$ cat config.mk
export PLATFORM = sky130hd
export DESIGN_NAME = adc_sample_start_control
export DESIGN_NICKNAME = d
export VERILOG_FILES = /design/src/adc_ctrl_pkg.sv /design/src/adc_sample_start_control.sv /design/src/slot_sequencer.sv
export VERILOG_INCLUDE_DIRS = /design/src /design/src/src
export SDC_FILE = /design/constraint.sdc
export NUM_CORES = 1
export LEC_CHECK = 0
export BUFFER_PORTS_ARGS = -buffer_cell sky130_fd_sc_hd__buf_4
export CAP_MARGIN = 30
export CORE_UTILIZATION = 48
export DETAILED_ROUTE_END_ITERATION = 8
export HOLD_SLACK_MARGIN = 0.06
export PLACE_DENSITY = 0.77
export SLEW_MARGIN = 20
export SYNTH_ARGS = -nofsm -noshare
export SYNTH_HDL_FRONTEND = slang
export SYNTH_SLANG_ARGS = --single-unit
$ cat constraint.sdc
create_clock -name pclk -period 1.8 [get_ports pclk]
set_clock_uncertainty 0.2 [all_clocks]
set_input_delay 0.36 -clock pclk [delete_from_list [all_inputs] [get_ports pclk]]
set_output_delay 0.36 -clock pclk [all_outputs]
set_load 0.005 [all_outputs]
$ cat src/adc_ctrl_regs.svh
// register offsets, field positions, reset values for the sample start control block
// assumes apb byte addressing, one aligned 32-bit word per register
`ifndef ADC_CTRL_REGS_SVH
`define ADC_CTRL_REGS_SVH

`define OFS_INPUT_SOURCE_SELECT 12'h044
`define OFS_SOFTWARE_START      12'h048
`define OFS_START_PENDING       12'h04c
`define OFS_IRQ_OVERRUN         12'h050
`define OFS_START_OVERRUN       12'h054
`define OFS_CONV_CONTROL        12'h040
`define OFS_CONV_END_FLAGS      12'h058

`define RST_ZERO                32'h0000_0000

`define FLD_SLOT7_SEL_LSB       2
`define FLD_GROUP_B_SLOT0_SEL   1
`define FLD_GROUP_A_SLOT0_SEL   0
`define FLD_IRQ_ENABLE_LSB      2

`define SLOT_COUNT              16
`define IRQ_COUNT               4
`define GROUP_A_LSB             0
`define GROUP_B_LSB             8

`endif

$ cat src/adc_ctrl_pkg.sv
// types shared by the sample start control block
// assumes nothing outside itself
package adc_ctrl_pkg;

  // slot 7 analog source choices
  typedef enum logic [1:0] {
    src_pin      = 2'h0,
    src_bandgap  = 2'h1,
    src_temp     = 2'h2,
    src_ground   = 2'h3
  } slot7_source_t;

  // channel-level source choices
  typedef enum logic {
    slot0_pin    = 1'b0,
    slot0_opamp  = 1'b1
  } slot0_source_t;

  typedef enum logic [1:0] {
    arb_idle,
    arb_group_a,
    arb_group_b
  } arb_state_t;

endpackage : adc_ctrl_pkg

$ cat src/adc_sample_start_control.sv
// apb register block for converter input select, software start and pending/overrun flags
// assumes apb master on pclk; trigger and conversion-end sources are on-chip pulses
//
// Local design decision: the APB register port.
`timescale 1ns/1ps
`include "adc_ctrl_regs.svh"

// Behaviour
// - the slot 7 input of channel a follows a two-bit selector: pin, band-gap, sensor, ground.
// - the channel b slot 0 input comes from its pin or from op-amp 1 as bit 1 says.
// - the channel a slot 0 input comes from its pin or from op-amp 0 as bit 0 says.
// - a write-only start register requests a conversion per slot on each 1 written.
// - a requested conversion runs only once its group is granted by the arbiter.
// - a read-only pending flag per slot stays set until that slot's conversion ends.
// - an interrupt pulse arriving while its end flag is still set sets its overrun bit.
// - an interrupt overrun bit stays set until software writes 1 to it.
// - all these registers are zero after reset.
// - conversion end sets the source's end flag and, if enabled, raises its request.
// - a new trigger for a slot still pending sets that slot's start overrun flag.
module adc_sample_start_control #(
  parameter int CONV_CYCS = 4
) (
  input  wire logic                        pclk,
  input  wire logic                        presetn,
  input  wire logic                        psel,
  input  wire logic                        penable,
  input  wire logic                        pwrite,
  input  wire logic [11:0]                 paddr,
  input  wire logic [31:0]                 pwdata,
  output logic      [31:0]                 prdata,
  output logic                             pready,
  output logic                             pslverr,
  input  wire logic [15:0]                 hw_trigger,
  input  wire logic [3:0]                  irq_slot_b_match,
  output adc_ctrl_pkg::slot7_source_t      slot7_source_select,
  output adc_ctrl_pkg::slot0_source_t      group_a_slot0_source_select,
  output adc_ctrl_pkg::slot0_source_t      group_b_slot0_source_select,
  output logic                             conv_busy,
  output logic                             conv_group_b,
  output logic [2:0]                       conv_slot,
  output logic [3:0]                       conversion_irq
);
  import adc_ctrl_pkg::*;

  localparam int SLOTS = `SLOT_COUNT;
  localparam int IRQS  = `IRQ_COUNT;

  logic [3:0]        input_select_reg;
  logic [SLOTS-1:0]  start_pending_reg;
  logic [SLOTS-1:0]  start_overrun_reg;
  logic [IRQS-1:0]   irq_overrun_reg;
  logic [IRQS-1:0]   conv_end_flag_reg;
  logic [IRQS-1:0]   irq_enable_reg;
  logic [3:0]        irq_pulse;
  logic [SLOTS-1:0]  sw_start;
  logic [SLOTS-1:0]  done_vec;
  logic              conv_done;
  logic              wr_en;
  logic              rd_en;
  logic              addr_hit;

  // word-aligned register decode
  function automatic logic hit(input logic [11:0] a, input logic [11:0] ofs);
    return (a[11:2] == ofs[11:2]);
  endfunction : hit

  assign pready  = 1'b1;
  assign wr_en   = psel && penable && pwrite;
  assign rd_en   = psel && !penable && !pwrite;
  assign addr_hit = hit(paddr, `OFS_INPUT_SOURCE_SELECT) || hit(paddr, `OFS_SOFTWARE_START) ||
                    hit(paddr, `OFS_START_PENDING) || hit(paddr, `OFS_IRQ_OVERRUN) ||
                    hit(paddr, `OFS_START_OVERRUN) || hit(paddr, `OFS_CONV_CONTROL) ||
                    hit(paddr, `OFS_CONV_END_FLAGS);
  assign pslverr = psel && penable && !addr_hit;

  assign slot7_source_select = slot7_source_t'(input_select_reg[`FLD_SLOT7_SEL_LSB +: 2]);
  assign group_b_slot0_source_select =
    slot0_source_t'(input_select_reg[`FLD_GROUP_B_SLOT0_SEL]);
  assign group_a_slot0_source_select =
    slot0_source_t'(input_select_reg[`FLD_GROUP_A_SLOT0_SEL]);

  always_ff @(posedge pclk or negedge presetn) begin
    if (!presetn) begin
      input_select_reg <= 4'h0;
    end else if (wr_en && hit(paddr, `OFS_INPUT_SOURCE_SELECT)) begin
      input_select_reg <= pwdata[3:0];
    end
  end

  always_ff @(posedge pclk or negedge presetn) begin
    if (!presetn) begin
      irq_enable_reg <= 4'h0;
    end else if (wr_en && hit(paddr, `OFS_CONV_CONTROL)) begin
      irq_enable_reg <= pwdata[`FLD_IRQ_ENABLE_LSB +: IRQS];
    end
  end

  assign sw_start = (wr_en && hit(paddr, `OFS_SOFTWARE_START)) ? pwdata[SLOTS-1:0] : '0;

  slot_sequencer #(
    .SLOTS     (SLOTS),
    .CONV_CYCS (CONV_CYCS)
  ) u_seq (
    .pclk         (pclk),
    .presetn      (presetn),
    .pending      (start_pending_reg),
    .conv_busy    (conv_busy),
    .conv_group_b (conv_group_b),
    .conv_slot    (conv_slot),
    .conv_done    (conv_done)
  );

  always_comb begin
    done_vec = '0;
    if (conv_done) begin
      done_vec[{conv_group_b, conv_slot}] = 1'b1;
    end
  end

  // pending set by start, cleared at end
  always_ff @(posedge pclk or negedge presetn) begin
    if (!presetn) begin
      start_pending_reg <= '0;
    end else begin
      start_pending_reg <= (start_pending_reg & ~done_vec) | sw_start | hw_trigger;
    end
  end

  always_ff @(posedge pclk or negedge presetn) begin
    if (!presetn) begin
      start_overrun_reg <= '0;
    end else begin
      start_overrun_reg <= (start_overrun_reg &
                            ~((wr_en && hit(paddr, `OFS_START_OVERRUN)) ?
                              pwdata[SLOTS-1:0] : '0)) |
                           ((sw_start | hw_trigger) & start_pending_reg & ~done_vec);
    end
  end

  // one interrupt source per slot index of group a 0..3, or b when matched
  always_comb begin
    irq_pulse = 4'h0;
    for (int i = 0; i < IRQS; i++) begin
      if (conv_done && conv_slot == 3'(i) && conv_group_b == irq_slot_b_match[i]) begin
        irq_pulse[i] = 1'b1;
      end
    end
  end

  // end flag set at conversion end
  always_ff @(posedge pclk or negedge presetn) begin
    if (!presetn) begin
      conv_end_flag_reg <= '0;
    end else begin
      conv_end_flag_reg <= (conv_end_flag_reg &
                            ~((wr_en && hit(paddr, `OFS_CONV_END_FLAGS)) ?
                              pwdata[IRQS-1:0] : '0)) | irq_pulse;
    end
  end

  always_ff @(posedge pclk or negedge presetn) begin
    if (!presetn) begin
      conversion_irq <= 4'h0;
    end else begin
      conversion_irq <= irq_pulse & irq_enable_reg;
    end
  end

  // write one to clear, set wins
  always_ff @(posedge pclk or negedge presetn) begin
    if (!presetn) begin
      irq_overrun_reg <= '0;
    end else begin
      irq_overrun_reg <= (irq_overrun_reg &
                          ~((wr_en && hit(paddr, `OFS_IRQ_OVERRUN)) ?
                            pwdata[IRQS-1:0] : '0)) | (irq_pulse & conv_end_flag_reg);
    end
  end

  always_ff @(posedge pclk or negedge presetn) begin
    if (!presetn) begin
      prdata <= `RST_ZERO;
    end else if (rd_en) begin
      prdata <= `RST_ZERO;
      if (hit(paddr, `OFS_INPUT_SOURCE_SELECT)) begin
        prdata <= {28'h0000000, input_select_reg};
      end else if (hit(paddr, `OFS_START_PENDING)) begin
        prdata <= {16'h0000, start_pending_reg};
      end else if (hit(paddr, `OFS_IRQ_OVERRUN)) begin
        prdata <= {28'h0000000, irq_overrun_reg};
      end else if (hit(paddr, `OFS_START_OVERRUN)) begin
        prdata <= {16'h0000, start_overrun_reg};
      end else if (hit(paddr, `OFS_CONV_CONTROL)) begin
        prdata <= {26'h0000000, irq_enable_reg, 2'h0};
      end else if (hit(paddr, `OFS_CONV_END_FLAGS)) begin
        prdata <= {28'h0000000, conv_end_flag_reg};
      end
    end
  end

endmodule : adc_sample_start_control

$ cat src/slot_sequencer.sv
// arbitration between group a and group b pending slots
// assumes pending vector from the main block; the conversion-done pulse is made here and fed back to it
`timescale 1ns/1ps
module slot_sequencer #(
  parameter int SLOTS     = 16,
  parameter int CONV_CYCS = 4
) (
  input  wire logic              pclk,
  input  wire logic              presetn,
  input  wire logic [SLOTS-1:0]  pending,
  output logic                   conv_busy,
  output logic                   conv_group_b,
  output logic [2:0]             conv_slot,
  output logic                   conv_done
);
  import adc_ctrl_pkg::*;

  localparam int HALF = SLOTS / 2;

  arb_state_t                state_reg;
  logic [7:0]                count_reg;
  logic                      last_b_reg;
  logic [HALF-1:0]           grp_a;
  logic [HALF-1:0]           grp_b;

  assign grp_a = pending[HALF-1:0];
  assign grp_b = pending[SLOTS-1:HALF];

  // lowest set index of an eight-bit group
  function automatic logic [2:0] first_set(input logic [HALF-1:0] v);
    logic [2:0] r;
    r = 3'h0;
    for (int i = HALF - 1; i >= 0; i--) begin
      if (v[i]) begin
        r = 3'(i);
      end
    end
    return r;
  endfunction : first_set

  always_ff @(posedge pclk or negedge presetn) begin
    if (!presetn) begin
      state_reg    <= arb_idle;
      count_reg    <= 8'h00;
      conv_slot    <= 3'h0;
      conv_group_b <= 1'b0;
      last_b_reg   <= 1'b1;
      conv_done    <= 1'b0;
    end else begin
      conv_done <= 1'b0;
      case (state_reg)
        arb_idle: begin
          // alternate groups when both wait
          // skip the done cycle: the finished slot is still pending then
          if (!conv_done && |grp_a && (!(|grp_b) || last_b_reg)) begin
            state_reg    <= arb_group_a;
            conv_slot    <= first_set(grp_a);
            conv_group_b <= 1'b0;
            last_b_reg   <= 1'b0;
            count_reg    <= 8'(CONV_CYCS - 1);
          end else if (!conv_done && |grp_b) begin
            state_reg    <= arb_group_b;
            conv_slot    <= first_set(grp_b);
            conv_group_b <= 1'b1;
            last_b_reg   <= 1'b1;
            count_reg    <= 8'(CONV_CYCS - 1);
          end
        end
        arb_group_a, arb_group_b: begin
          if (count_reg == 8'h00) begin
            state_reg <= arb_idle;
            conv_done <= 1'b1;
          end else begin
            count_reg <= count_reg - 8'h01;
          end
        end
        default: begin
          state_reg <= arb_idle;
        end
      endcase
    end
  end

  assign conv_busy = (state_reg != arb_idle);

endmodule : slot_sequencer

Yosys cells after proc, flatten, opt, wreduce, memory -nomap -nowiden
Cells that the tools add are included.

word-level totals
  bits in registers = 100
  bits of input ports = 69
  output and inout bits = 47
  logic and storage cells = 148

operators by class
  add/subtract/negate cells = 1
  order comparisons = 2
  equality and inequality tests = 19
  multiplexer cells = 47
  bitwise logic cells = 18
  reduce and logical (&&, ||, !) cells = 47

operator list
  kind                 number
  $mux 16              7
  $eq 10x5->1 const B  7
  $and 16x16->16       4
  $or 16x16->16        4
  $mux 3               18
  $not 16->16          2
  $mux 8               3
  $logic_and 1x1->1    23
  $and 4x4->4          4
  $pmux 8 s2           1
  $reduce_or 8->1      2
  $mux 4               3
  $mux 1               9
  $logic_not 8->1      1
  $not 4->4            2
  $or 4x4->4           2
  $sub 8x1->8 const B  1
  $logic_or 1x1->1     7
  $eq 3x2->1 const B   2
  $mux 2               3
  $mux 6               1
  $reduce_bool 2->1    3
  $logic_not 1->1      5
  $lt 4x5->1 const B   1
  other kinds (15)     19

Logic depth before layout (Yosys ltp)
  depth after elaboration = 10
  depth in mapped cells = 8

Cells and area by module
Synthesis repeated with hierarchy kept, for this count alone.

second synthesis, totals
  cell total of the unflattened synthesis = 445
  area total of the unflattened synthesis = 4438.0 um^2

modules (own cells, without submodules)
  module                    times used  cells an instance  area each (um^2)  sequential area each (um^2)
  adc_sample_start_control  1           336                3384.5            1701.6
  slot_sequencer            1           109                1053.5            401.6

Worst setup path before layout
No wires, ideal clock.

  path type = input to register
  from = input paddr[7]
  to = register start_overrun_reg[12]
  setup time = 127 ps
  arrival time = 1565 ps
  path slack = -92 ps
  cell stages on the path = 6
  path through = nor4b_4 nand3b_2 nor4_4 buf_6 nand2_1 o2bb2ai_2

between the ends
  cells in the longest elaborated chain, start to end = 7

RTL lines
  what                          line                             text
  from (decl)                   adc_sample_start_control.sv:28   input wire logic [11:0] paddr,
  $eq 10x5->1                   adc_sample_start_control.sv:64   return (a[11:2] == ofs[11:2]);
  $logic_and 1x1->1             adc_sample_start_control.sv:98   assign sw_start = (wr_en && hit(paddr, `OFS_SOFTWARE_START)) ? pwdata[SLOTS-1:0] : '0;
  $mux 16                       adc_sample_start_control.sv:98
  $or 16x16->16                 adc_sample_start_control.sv:136  ((sw_start | hw_trigger) & start_pending_reg & ~done_vec);
  $and 16x16->16 (2 in series)  adc_sample_start_control.sv:136
  $or 16x16->16 *               adc_sample_start_control.sv:133  start_overrun_reg <= (start_overrun_reg &
  to (signal assigned)          adc_sample_start_control.sv:133
  to (decl)                     adc_sample_start_control.sv:50   logic [SLOTS-1:0] start_overrun_reg;

Mark *: on every way between the ends. The rest lies on a longest branch, timed or not.
A chain may end at the register's enable or synchronous reset.

Worst setup path in the final report
  from = register start_pending_reg[8]
  to = register u_seq.count_reg[4]

between the ends
  cells in the longest elaborated chain, start to end = 6

RTL lines
  what                                                             line                                        text
  from (decl)                                                      adc_sample_start_control.sv:49              logic [SLOTS-1:0] start_pending_reg;
  from (signal assigned)                                           adc_sample_start_control.sv:125             start_pending_reg <= (start_pending_reg & ~done_vec) | sw_start | hw_trigger;
  $reduce_or 8->1 *                                                slot_sequencer.sv:55, slot_sequencer.sv:61
  $logic_not 1->1                                                  slot_sequencer.sv:55                        if (!conv_done && |grp_a && (!(|grp_b) || last_b_reg)) begin
  $logic_or 1x1->1                                                 slot_sequencer.sv:55
  $logic_and 1x1->1                                                slot_sequencer.sv:55
  $ne 3x1->1 (no line) / $mux 8 (equally long branches)            n/a
  $reduce_and 3->1 (no line) / $pmux 8 s2 (equally long branches)  n/a
  to (signal assigned)                                             slot_sequencer.sv:60                        count_reg <= 8'(CONV_CYCS - 1);
  to (signal assigned)                                             slot_sequencer.sv:66                        count_reg <= 8'(CONV_CYCS - 1);
  to (signal assigned)                                             slot_sequencer.sv:74                        count_reg <= count_reg - 8'h01;
  to (decl)                                                        slot_sequencer.sv:21                        logic [7:0] count_reg;

Marked as above.

==> key figures <==
STA
  – Minimum clock period: 1.85 ns
  – RSZ-0062 raised after global routing: true
  – Max Slew Vio Count: 0
  – Tcrit/Tclk final: 1.03
  – Final hold violations: 0
  – Achievable Freq: 540 MHz
  – # setup viols final: 11
  – Worst setup margin: -0.0526 ns

Synthesis
  – Count leader, synth: dfrtp_1
  – Synth cell count leaders: dfrtp_1 (83), nand2_1 (57), a21oi_1 (30)
  – Seq/Total Area, Yosys: 0.476
  – Main flop type after synthesis: dfrtp_1
  – Syn. warnings: 0
  – Top-area cell type share of the netlist area: 0.470
  – Area leader, netlist: dfrtp_1
  – Unique masters post-synth: 64
  – Mean Syn Cell Area: 10.1 µm²
  – Synth async-reset ratio: 1.00
  – Number of synthesized register bits: 84
  – Mapped Area: 4420 µm²
  – Synth Instances: 438
  – Number of synthesized flops with an enable pin: 0
  – Synth top area cells: dfrtp_1 (47%), nand2_1 (4.8%), a21oi_1 (3.4%), a221o_1 (3.2%), buf_4 (3.1%)

Global route
  – Antenna violations before repair: 0
  – Total congestion overflow: 0
  – All-Layer GR Usage: 0.271
  – Largest net degree at the start of global routing: 32
  – Number of global-route vias before repair: 4218
  – First-pass GRT wire length: 20.4 mm

Clocking
  – CTS tree: built
  – CTS buffer count: 9
  – Clock Tree Buf Depth: 2
  – CTS clk-pin slew, worst paths: 0.09 ns
  – Max H-tree Level: 3
  – Root Driver: clkbuf_8
  – Sink Count: 84
  – Worst skew pair latency: 0.36 ns

Die
  – Row cnt: 34
  – Core ar.: 8810 µm²
  – Die area: 9590 µm²
  – DIE HEIGHT: 97.9 µm
  – # IOs: 116
  – Initial Util: 0.502
  – Chip width: 97.9 µm

Placement
  – HPWL Detailed: 8.67 mm
  – IO Port Bufs: 80
  – GP Congestion: 0.889
  – Placed instance area: 5550 µm²
  – Dpl ws: -0.308 ns

Critical path
  – CP Class: reg -> reg
  – R2R depth: 6
  – Critical Path Max Stage Delay: 0.40 ns
  – Reg2reg start: start_pending_reg[8]
  – Buffer and inverter count on the worst path: 1
  – Critical path depth: 6
  – Slowest CP cell: dfrtp_1
  – Critical Path Fanout Max: 7
  – Worst R2R Setup Slack: -0.05 ns
  – Crit-path leading delay family: compound AO/OA/AOI/OAI gates
  – Cell chain of the critical path: buf_6, nor4_4, a41o_4, a21oi_4, nand4_1, mux2i_1
  – Crit path to: u_seq.count_reg[4]
  – RR Endpoint: u_seq.count_reg[4]
  – CP startpoint kind: register
  – Crit path DAT: 1.93 ns
  – Worst path required time: 1.88 ns
  – Setup crit start: start_pending_reg[8]
  – Crit. End Element: register

Cells and area
  – Nets: 683
  – Layout cells sized above 1: 0.372
  – Area Overhead vs Synth: 42.3%
  – Fin area: 6290 µm²
  – Antenna cells: 0

Route
  – Initial DRC Count: 263
  – Final WL: 12.7 mm
  – Routed vias: 4088
  – DR pass1 iterations: 7
  – WL per Instance: 17.5 µm
  – Vias per cell: 5.65
  – DR DRC count: 5
  – Final antenna-violating net count: 0

Power and ir drop
  – Power Dens Cells: 577 nW/µm²
  – Worst vdd ir: 0.000404 V
  – Lkg Pwr: 2.75 nW

Run status
  – Status: complete, but fails checks
  – Failing checks: DRC, setup timing

Worst hold path
  – Hold crit path type: in -> reg
  – Min-delay src: pwdata[2]

Flow run
  – Max cap viols: 0
kinds of logic after synthesis:
family,synth area share
and+or+nand+nor,0.199
AOI/OAI and AO/OA,0.218
DFF,0.476
buffers and inverters,0.0575
muxes,0.0297
xor gates and xnor gates,0.00991
adders and majority gates,0.00850
other,0.00170
area by class of cell:
cell class	instances	area, µm²
clock buffers	12	135
flip-flops and latches	84	2100
fillers	626	2520
multi-input cells	328	2350
repair buffers	176	1470
inverters	12	48.8
well taps	108	135
clock inverters	4	50.0
layout by cell type (no fill, tap or decap), types with 6 or more instances in the layout:
master,instances
a21o_1,7
a22oi_1,6
conb_1,17
nand2b_1,6
nor2_1,21
a31oi_1,6
nand3_1,7
nand2_1,54
a221o_1,14
a21oi_1,17
and2_0,10
o21ai_0,22
o2bb2ai_2,9
mux2_2,8
nor3_1,7
dlygate4sd3_1,29
inv_1,9
a21oi_2,13
o2bb2ai_1,8
dfrtp_1,83
clkbuf_8,9
buf_6,6
nor2b_1,11
buf_4,137
stage by stage:
step	hold WS (ns)	util	TNS [ns]	instances	total power [mW]
2_1_floorplan	-0.136	-	-0.977	453	2.08
3_3_place_gp	0.133	0.631	-11.59	671	2.26
3_5_place_dp	0.143	0.631	-15.15	671	2.27
4_1_cts	0.0768	0.703	-0.291	722	3.61
5_1_grt	0.0710	0.714	-1.18	724	3.74
6_report	0.0822	0.714	-0.314	724	3.63
worst min-delay path by stage:
| stage | end | slack, ns | cells past startpoint |
|---|---|---|---|
| floorplan | conv_end_flag_reg[0] | -0.14 | 0 |
| global placement | prdata[4] | 0.13 | 1 |
| detailed placement | prdata[4] | 0.14 | 1 |
| CTS | input_select_reg[1] | 0.08 | 2 |
| global route | input_select_reg[2] | 0.07 | 2 |
| finish | input_select_reg[2] | 0.08 | 2 |
where the power goes:
part	internal, mW	total (mW)	switching [mW]	leakage, nW
clock network	0.642	1.33	0.690	0.0866
logic	0.199	0.377	0.178	1.71
registers	1.91	1.92	0.0139	0.953
total	2.75	3.63	0.882	2.75
repair_timing:
action,in CTS,in global routing
hold buffers,29,0
buffers inserted,6,3
setup endpoints to repair,17,26
hold endpoints to repair,52,0
gates resized for setup,23,27
pin swaps,18,12
layer usage:
layer | GRT usage | vias up | share of wire | wire (µm)
met5 | 0 | - | 0 | 0
met2 | 0.459 | 140 | 0.50 | 6290
met3 | 0.0494 | 23 | 0.054 | 684
li1 | - | 1906 | - | -
met1 | 0.350 | 2019 | 0.43 | 5480
met4 | 0.0932 | 0 | 0.019 | 239
No activity file was read; power rests on OpenSTA's default activity.
